<file path="src/gpp_map.svh">
// register offsets, field layouts, reset values and mode codes of the gpio port
`ifndef GPP_MAP_SVH
`define GPP_MAP_SVH

// ----------------------------------------------------------------
// register byte offsets
// ----------------------------------------------------------------
`define GPP_OFS_DRIVE 9'h000
`define GPP_OFS_MODE_LOW 9'h004
`define GPP_OFS_MODE_HIGH 9'h008
`define GPP_OFS_LATCH 9'h00c
`define GPP_OFS_SET 9'h010
`define GPP_OFS_CLEAR 9'h014
`define GPP_OFS_TOGGLE 9'h018
`define GPP_OFS_INPUT 9'h01c
`define GPP_OFS_UNLOCK 9'h020
`define GPP_OFS_IRQ_SEL 9'h100

// ----------------------------------------------------------------
// widths and field positions
// ----------------------------------------------------------------
`define GPP_PINS 16
`define GPP_PORTS 6
`define GPP_LINES 8
`define GPP_MODE_W 4
`define GPP_SEL_W 3
`define GPP_DRIVE_W 2
`define GPP_IRQ_SEL_MASK 32'h77777777

// ----------------------------------------------------------------
// reset values
// ----------------------------------------------------------------
`define GPP_RST_MODE 32'h00000000
`define GPP_RST_LATCH 16'h0000
`define GPP_RST_INPUT 16'h0000
`define GPP_RST_UNLOCK 16'hffff
`define GPP_RST_IRQ_SEL 32'h00000000
`define GPP_RST_DRIVE 2'h0

// ----------------------------------------------------------------
// pin mode codes and the highest irq port select code
// ----------------------------------------------------------------
`define GPP_M_DISABLED 4'h0
`define GPP_M_INPUT 4'h1
`define GPP_M_INPUT_PULL 4'h2
`define GPP_M_INPUT_PULLED_FILTERED 4'h3
`define GPP_M_PUSH_PULL 4'h4
`define GPP_M_PUSH_PULL_ALT 4'h5
`define GPP_M_WIRED_OR 4'h6
`define GPP_M_WIRED_OR_PULLDOWN 4'h7
`define GPP_M_OPEN_DRAIN 4'h8
`define GPP_M_OPEN_DRAIN_ALT 4'hc
`define GPP_SEL_MAX 3'h5

`endif

</file>
<file path="src/gpp_pkg.sv">
// types shared by the gpio port pin configuration logic
package gpp_pkg;

  // per-pin pad control bundle
  typedef struct packed {
    logic in_en;   // input sense enabled
    logic out;     // level to drive
    logic oe;      // pad driver enabled
    logic pull_en; // pull resistor on
    logic pull_up; // pull direction, 1 = up
    logic filter;  // input glitch filter on
    logic alt;     // use port-wide drive strength
  } gpp_pin_s;

  typedef logic [3:0] gpp_mode_t;

endpackage

</file>
<file path="src/gpp_port.sv">
// gpio port: pin modes, output latch with set/clear/toggle, input, lock, irq select
`timescale 1ns/1ps
`include "gpp_map.svh"

// How it works
// (RQ1) each pin has a 4-bit mode, pins 0-7 low register, 8-15 high, reset zero
// (RQ2) mode 0 disables input; pull-up only while the pin's latch bit is one
// (RQ3) mode 1 enables input; filter only while the pin's latch bit is one
// (RQ4) modes 2 and 3 pull in the latch bit's direction; mode 3 adds filter
// (RQ5) modes 4 and 5 drive push-pull; mode 5 uses the port drive strength
// (RQ6) modes 6 and 7 drive only high; mode 7 adds a pull-down
// (RQ7) modes 8-15 open-drain; bit0 filter, bit1 pull-up, bit2 port strength
// (RQ8) sixteen-bit output latch, read and write, reset zero, upper bits zero
// (RQ9) writing ones to the set port sets those latch bits only
// (RQ10) writing ones to the clear port clears those latch bits only
// (RQ11) writing ones to the toggle port inverts those latch bits only
// (RQ12) input register shows sampled pin levels, read only, reset zero
// (RQ13) unlocked mask resets to ones; clearing a bit locks that pin until reset
// (RQ14) a cleared unlocked bit cannot be set again by software
// (RQ15) eight 3-bit irq port selects at nibble spacing; 0-4 pick ports A-E
// (RQ16) irq port select value 5 picks port F
// (RQ17) software writes zero to reserved bits
module gpp_port
  import gpp_pkg::*;
(
  input wire logic core_clk, // 100 MHz clock
  input wire logic rst_n, // sync reset, active low
  input wire logic [8:0] avs_address, // byte address
  input wire logic avs_read, // read request
  input wire logic avs_write, // write request
  input wire logic [31:0] avs_writedata, // write data
  output logic [31:0] avs_readdata, // read data
  output logic avs_waitrequest, // stall
  input wire logic [15:0] pad_in, // pin levels
  input wire logic [95:0] ext_port_levels, // ports A..F, 16 each
  output gpp_pin_s [15:0] pin_ctrl, // pad control per pin
  output logic [1:0] port_drive_strength, // port-wide strength
  output logic [7:0] ext_irq_src // selected irq pin levels
);

  // ----------------------------------------------------------------
  // state
  // ----------------------------------------------------------------
  logic [31:0] pin_mode_low;
  logic [31:0] pin_mode_high;
  logic [15:0] output_latch;
  logic [15:0] pin_input_value;
  logic [15:0] unlocked_pins;
  logic [31:0] ext_irq_port_low;
  logic [31:0] next_readdata;
  logic [31:0] keep_low;
  logic [31:0] keep_high;
  logic [63:0] all_modes;
  logic [15:0] next_in_en;
  logic [7:0] next_irq;
  logic wr_take;
  logic rd_first;
  gpp_pin_s [15:0] next_pin;

  // ----------------------------------------------------------------
  // bus handshake
  // ----------------------------------------------------------------

  // access lands on the edge where waitrequest is low
  assign wr_take = avs_write && !avs_waitrequest;
  assign rd_first = avs_read && avs_waitrequest;

  // one wait cycle per access, then release
  always_ff @(posedge core_clk)
  begin
    if (!rst_n)
      avs_waitrequest <= 1'b1;
    else if ((avs_read || avs_write) && avs_waitrequest)
      avs_waitrequest <= 1'b0;
    else
      avs_waitrequest <= 1'b1;
  end

  // read data mux, reserved and unmapped read zero
  always_comb
  begin
    next_readdata = 32'h00000000;
    case (avs_address)
      `GPP_OFS_DRIVE:
        next_readdata = {30'h00000000, port_drive_strength};
      `GPP_OFS_MODE_LOW:
        next_readdata = pin_mode_low; // RQ1
      `GPP_OFS_MODE_HIGH:
        next_readdata = pin_mode_high; // RQ1
      `GPP_OFS_LATCH:
        next_readdata = {16'h0000, output_latch}; // RQ8
      `GPP_OFS_INPUT:
        next_readdata = {16'h0000, pin_input_value}; // RQ12
      `GPP_OFS_UNLOCK:
        next_readdata = {16'h0000, unlocked_pins}; // RQ13
      `GPP_OFS_IRQ_SEL:
        next_readdata = ext_irq_port_low; // RQ15
      default:
        next_readdata = 32'h00000000;
    endcase
  end

  // read data captured in the wait cycle, valid when waitrequest drops
  always_ff @(posedge core_clk)
  begin
    if (!rst_n)
      avs_readdata <= 32'h00000000;
    else if (rd_first)
      avs_readdata <= next_readdata;
  end

  // ----------------------------------------------------------------
  // configuration registers
  // ----------------------------------------------------------------

  // port-wide drive strength
  always_ff @(posedge core_clk)
  begin
    if (!rst_n)
      port_drive_strength <= `GPP_RST_DRIVE;
    else if (wr_take && avs_address == `GPP_OFS_DRIVE)
      port_drive_strength <= avs_writedata[1:0];
  end

  // nibble keep masks from the lock bits
  genvar gk;
  generate
    for (gk = 0; gk < 8; gk++)
    begin : g_keep
      assign keep_low[4*gk+:4] = {4{~unlocked_pins[gk]}}; // RQ13
      assign keep_high[4*gk+:4] = {4{~unlocked_pins[gk+8]}}; // RQ13
    end
  endgenerate

  // low pin modes, locked fields hold
  always_ff @(posedge core_clk)
  begin
    if (!rst_n)
      pin_mode_low <= `GPP_RST_MODE; // RQ1
    else if (wr_take && avs_address == `GPP_OFS_MODE_LOW)
      pin_mode_low <= (avs_writedata & ~keep_low) | (pin_mode_low & keep_low); // RQ13
  end

  // high pin modes, locked fields hold
  always_ff @(posedge core_clk)
  begin
    if (!rst_n)
      pin_mode_high <= `GPP_RST_MODE; // RQ1
    else if (wr_take && avs_address == `GPP_OFS_MODE_HIGH)
      pin_mode_high <= (avs_writedata & ~keep_high) | (pin_mode_high & keep_high); // RQ13
  end

  // output latch and its set, clear and toggle ports
  always_ff @(posedge core_clk)
  begin
    if (!rst_n)
      output_latch <= `GPP_RST_LATCH; // RQ8
    else if (wr_take)
    begin
      case (avs_address)
        `GPP_OFS_LATCH:
          output_latch <= avs_writedata[15:0]; // RQ8
        `GPP_OFS_SET:
          output_latch <= output_latch | avs_writedata[15:0]; // RQ9
        `GPP_OFS_CLEAR:
          output_latch <= output_latch & ~avs_writedata[15:0]; // RQ10
        `GPP_OFS_TOGGLE:
          output_latch <= output_latch ^ avs_writedata[15:0]; // RQ11
        default:
          output_latch <= output_latch;
      endcase
    end
  end

  // lock mask only ever loses ones until reset
  always_ff @(posedge core_clk)
  begin
    if (!rst_n)
      unlocked_pins <= `GPP_RST_UNLOCK; // RQ13
    else if (wr_take && avs_address == `GPP_OFS_UNLOCK)
      unlocked_pins <= unlocked_pins & avs_writedata[15:0]; // RQ14
  end

  // irq port selects, reserved nibble tops forced to zero
  always_ff @(posedge core_clk)
  begin
    if (!rst_n)
      ext_irq_port_low <= `GPP_RST_IRQ_SEL; // RQ15
    else if (wr_take && avs_address == `GPP_OFS_IRQ_SEL)
      ext_irq_port_low <= avs_writedata & `GPP_IRQ_SEL_MASK; // RQ15
  end

  // ----------------------------------------------------------------
  // pin mode decode
  // ----------------------------------------------------------------

  // maps one mode and latch bit onto pad controls
  function automatic gpp_pin_s pin_decode(input gpp_mode_t m, input logic d);
    gpp_pin_s c;
    c = '0;
    case (m)
      `GPP_M_DISABLED:
      begin
        c.pull_en = d; // RQ2
        c.pull_up = 1'b1; // RQ2
      end
      `GPP_M_INPUT:
      begin
        c.in_en = 1'b1; // RQ3
        c.filter = d; // RQ3
      end
      `GPP_M_INPUT_PULL, `GPP_M_INPUT_PULLED_FILTERED:
      begin
        c.in_en = 1'b1; // RQ4
        c.pull_en = 1'b1; // RQ4
        c.pull_up = d; // RQ4
        c.filter = m[0]; // RQ4
      end
      `GPP_M_PUSH_PULL, `GPP_M_PUSH_PULL_ALT:
      begin
        c.in_en = 1'b1;
        c.oe = 1'b1; // RQ5
        c.out = d; // RQ5
        c.alt = m[0]; // RQ5
      end
      `GPP_M_WIRED_OR, `GPP_M_WIRED_OR_PULLDOWN:
      begin
        c.in_en = 1'b1;
        c.out = 1'b1; // RQ6
        c.oe = d; // RQ6
        c.pull_en = m[0]; // RQ6
        c.pull_up = 1'b0; // RQ6
      end
      default:
      begin
        c.in_en = 1'b1;
        c.out = 1'b0; // RQ7
        c.oe = ~d; // RQ7
        c.filter = m[0]; // RQ7
        c.pull_en = m[1]; // RQ7
        c.pull_up = m[1]; // RQ7
        c.alt = m[2]; // RQ7
      end
    endcase
    return c;
  endfunction

  assign all_modes = {pin_mode_high, pin_mode_low};

  // per-pin decode
  genvar gp;
  generate
    for (gp = 0; gp < 16; gp++)
    begin : g_pin
      assign next_pin[gp] = pin_decode(all_modes[4*gp+:4], output_latch[gp]);
      assign next_in_en[gp] = next_pin[gp].in_en;
    end
  endgenerate

  // registered pad controls
  always_ff @(posedge core_clk)
  begin
    if (!rst_n)
      pin_ctrl <= '0;
    else
      pin_ctrl <= next_pin;
  end

  // input sampling, disabled pins read zero
  always_ff @(posedge core_clk)
  begin
    if (!rst_n)
      pin_input_value <= `GPP_RST_INPUT; // RQ12
    else
      pin_input_value <= pad_in & next_in_en; // RQ12
  end

  // ----------------------------------------------------------------
  // external irq source select
  // ----------------------------------------------------------------

  // line j takes pin j of the selected port, unused codes give zero
  genvar gl;
  generate
    for (gl = 0; gl < 8; gl++)
    begin : g_line
      logic [2:0] sel;
      assign sel = ext_irq_port_low[4*gl+:3];
      assign next_irq[gl] = (sel <= `GPP_SEL_MAX) ?
        ext_port_levels[{sel, 4'(gl)}] : 1'b0; // RQ16
    end
  endgenerate

  // registered irq sources
  always_ff @(posedge core_clk)
  begin
    if (!rst_n)
      ext_irq_src <= 8'h00;
    else
      ext_irq_src <= next_irq; // RQ15
  end
endmodule

</file>
<file path="config.mk">
export PLATFORM = sky130hd
export DESIGN_NAME = gpp_port
export DESIGN_NICKNAME = d
export VERILOG_FILES = /design/src/gpp_pkg.sv /design/src/gpp_port.sv
export VERILOG_INCLUDE_DIRS = /design/src /design/src/src
export SDC_FILE = /design/constraint.sdc
export NUM_CORES = 1
export LEC_CHECK = 0
export ABC_AREA = 1
export BUFFER_PORTS_ARGS = -buffer_cell sky130_fd_sc_hd__clkbuf_2
export CAP_MARGIN = 20
export CORE_MARGIN = 1.5
export CORE_UTILIZATION = 54
export DETAILED_ROUTE_END_ITERATION = 10
export GPL_TIMING_DRIVEN = 0
export MAX_ROUTING_LAYER = met4
export PLACE_DENSITY = 0.92
export SYNTH_ARGS = -nofsm -noshare
export SYNTH_HDL_FRONTEND = slang
export SYNTH_SLANG_ARGS = --single-unit
</file>
<file path="constraint.sdc">
create_clock -name core_clk -period 1.85 [get_ports core_clk]
set_input_delay 0.4625 -clock core_clk [delete_from_list [all_inputs] [get_ports core_clk]]
set_output_delay 0.4625 -clock core_clk [all_outputs]
set_load 0.01 [all_outputs]
</file>
==> reports/metrics.cfg <==
[global_routing]
grt_pass1_vias=12600
gr-usage-all-layers_pct=40.3
grt_antenna_before_repair=1
grt_pass1_wl_um=72200
grt_max_degree=15
grt_overflow=0

[critical_path]
arrival_ns=2.38
r2r_cells=5
worstSetupStartpointType=input port
critPathBufInv=2
cp_cell_sequence=clkbuf_2 -> nor2_2 -> nand2_1 -> nor3_2 -> buf_2 -> nand2_1 -> o211ai_1 -> nor2_1 -> nor2_1
critPathTopFamily=simple AND/OR/NAND/NOR gates
slowest_stage=nor3_2
path_depth=9
critical_path_class=input port to flip-flop
critical_path_required_ns=2.35
cp_max_fo=10
end_kind=flip-flop
slowest_delay_ns=0.54

[sta]
final.setup.worst_slack_ns=-0.0274
fin_skew_ns=0.00992
hold_violations=0
finalMaxSlewViolations=0
max_slew_margin_pct=18.2
fin_crit_ns=1.88
finalSetupViolCount=3
grt_setup_unrepaired=yes
worstMarginPinSlew_ns=1.23
fin_crit_sh_pct=101
timing.fmax_mhz=533

[floorplanning]
dieArea_mm2=0.0242
rows=55
fp.dieW_um=156
core_area_mm2=0.0227
pin_count=312
die_h_um=156
start_util_pct=55.3

[detailed_routing]
drcViolationCount=0
antenna_left=0
dr.first_iter.drc_count=1975
drt_wl_total_um=48700
post_drt_wl_per_cell_um=21.3
drtPass1Iterations=6
viasPerCell=6.05
dr_total_vias=13800

[placement]
place.port_buffers=262
dpl_cell_area_mm2=0.0142
dp_hpwl_um=36000
dpl_worst_slack_ns=-0.805
gp_congestion=1.00

[synthesis]
syn_nets=1856
synth_area_per_cell_um2=7.54
synthArstFlopShare_pct=0
synth_seq_cells=291
yosys.area.top_type_share_pct=46.4
synthFlopType=dfxtp_1
yosysUniqueCellTypes=40
ys_top_cells_by_area=dfxtp_1, nand2_1, a21oi_1, o21ai_0, inv_1
ys_warn_count=0
synthCells=1667
yosysSeqAreaShare_pct=46.4
yosysTopAreaCell=dfxtp_1
synth_edf_count=0
synth_area_mm2=0.0126

[clocking]
worstSkewPairLatency_ns=0.56
clockBufferDepth=3
root_buffer=clkbuf_16
cts.sinks=291
cts-buffers-inserted=29
path_clk_slew_ns=0.06
cts_tree=done
h-tree-depth=1

[min_path]
whs_path_depth=2
hold_class=input port to flip-flop

[layout]
nNetsFinal=2166
fin_area_mm2=0.0154
syn_to_final_growth_pct=22.8
drive_gt1_share_pct=19.9

[run]
maxCapViolCount=0

[power]
leakage_nw=6.62
power_density_mw_per_mm2=860
ir_worst_vdd_v=0.000740

[status]
violations=negative setup slack
status=complete, but fails checks

## cells in the final DEF (no fill, tap or decap), types with 3 or more instances in the layout
cell | netlist | final
inv_2 | 6 | 5
nor2_4 | 6 | 9
o21ai_0 | 145 | 139
a2111oi_0 | 16 | 16
o211ai_1 | 29 | 29
nor2_2 | 8 | 5
o22ai_1 | 13 | 13
o21ai_1 | 9 | 13
a211oi_1 | 14 | 14
or2_2 | 5 | 5
clkbuf_16 | 0 | 29
nor3b_1 | 16 | 16
o2111ai_1 | 6 | 6
clkinv_2 | 0 | 5
nand2_4 | 3 | 4
clkbuf_2 | 1 | 266
nor2_1 | 149 | 149
dfxtp_1 | 291 | 291
o31ai_1 | 13 | 13
and2_1 | 9 | 9
a21oi_1 | 165 | 165
clkbuf_1 | 39 | 38
o32ai_1 | 8 | 8
nor3_1 | 17 | 17
nor4_1 | 18 | 18
clkbuf_8 | 0 | 5
nand2_2 | 4 | 4
ha_1 | 32 | 32
bufinv_16 | 0 | 4
buf_2 | 13 | 15
buf_6 | 4 | 4
nand2_1 | 364 | 363
buf_4 | 4 | 22
nand3_1 | 91 | 90
o21bai_1 | 3 | 3
inv_1 | 156 | 156
## metal layers
layer	routed length (um)	part of all wire [%]	GRT usage, %	vias up
met5	0	0	-	-
met4	2250	4.6	17.5	0
met3	6460	13	9.61	181
met2	21400	44	60.7	1015
met1	18600	38	51.6	6403
li1	-	-	-	6216
## logic make-up (layout without fill, tap and decap cells)
kind of cell | Yosys count | after routing | synth area share, %
and+or+nand+nor | 697 | 697 | 24.2
buffers and inverters | 226 | 558 | 7.27
DFF | 291 | 291 | 46.4
adders and majority gates | 32 | 32 | 3.19
other | 0 | 1 | 0
AOI/OAI and AO/OA | 421 | 421 | 19.0
## where the power goes
| part | total, mW | leakage, nW | internal (mW) | switching, mW |
|---|---|---|---|---|
| sequential | 6.31 | 2.35 | 6.30 | 0.0129 |
| clock | 6.22 | 0.494 | 3.65 | 2.57 |
| combinational | 0.743 | 3.77 | 0.214 | 0.529 |
## through the flow
step | setup TNS (ns) | instances | hold WS [ns] | utilization, % | power [mW]
floorplan | 0 | 1667 | 0.449 | - | 6.75
global placement | -96.53 | 2214 | 0.445 | 62.7 | 7.13
detailed placement | -100.15 | 2214 | 0.456 | 62.7 | 7.14
CTS | 0 | 2271 | 0.121 | 67.3 | 13.2
global route | -0.303 | 2285 | 0.148 | 68.0 | 13.5
finish | -0.0427 | 2285 | 0.132 | 68.0 | 13.3
## worst paths after layout
kind | start | end | slack [ns]
worst max register to register | avs_waitrequest | port_drive_strength[0] | 0.11
worst max-delay path | avs_address[7] | output_latch[8] | -0.03
worst min-delay path | avs_read | avs_waitrequest | 0.13
worst min register to register | avs_readdata[1] | avs_readdata[1] | 0.47
## synth_stat cells (2+ instances only)
cell type and instances:
nor3b_1 16, nand2_1 364, nor4_1 18, and2_1 9
o21bai_1 3, clkbuf_1 39, buf_2 13, nor2_4 6
inv_2 6, a2111oi_0 16, o21ai_0 145, or2_2 5
a211oi_1 14, buf_4 4, nor3_1 17, nand2_4 3
o2111ai_1 6, o21ai_1 9, buf_1 2, o211ai_1 29
o32ai_1 8, inv_1 156, o31ai_1 13, dfxtp_1 291
nand4_1 2, nor2_1 149, a21oi_1 165, nand3_1 91
o22ai_1 13, ha_1 32, nor2_2 8, nand2_2 4
buf_6 4
## layout make-up
| type | count | area (um2) |
|---|---|---|
| Antenna cell | 1 | 2.50 |
| Buffer | 62 | 308 |
| Clock buffer | 39 | 813 |
| Clock inverter | 14 | 190 |
| Fill cell | 1918 | 7280 |
| Inverter | 163 | 617 |
| Multi-Input combinational cell | 1150 | 5870 |
| Sequential cell | 291 | 5830 |
| Tap cell | 285 | 357 |
| Timing Repair Buffer | 280 | 1450 |
## what timing repair did
item | CTS | global route
hold buffers | 0 | 0
endpoints found under the setup margin | 90 | 102
pin swaps | 4 | 6
cloned | 0 | 0
gates resized for setup | 7 | 21
buffers inserted | 4 | 14
Note: power is estimated with default switching activity, not from simulation.
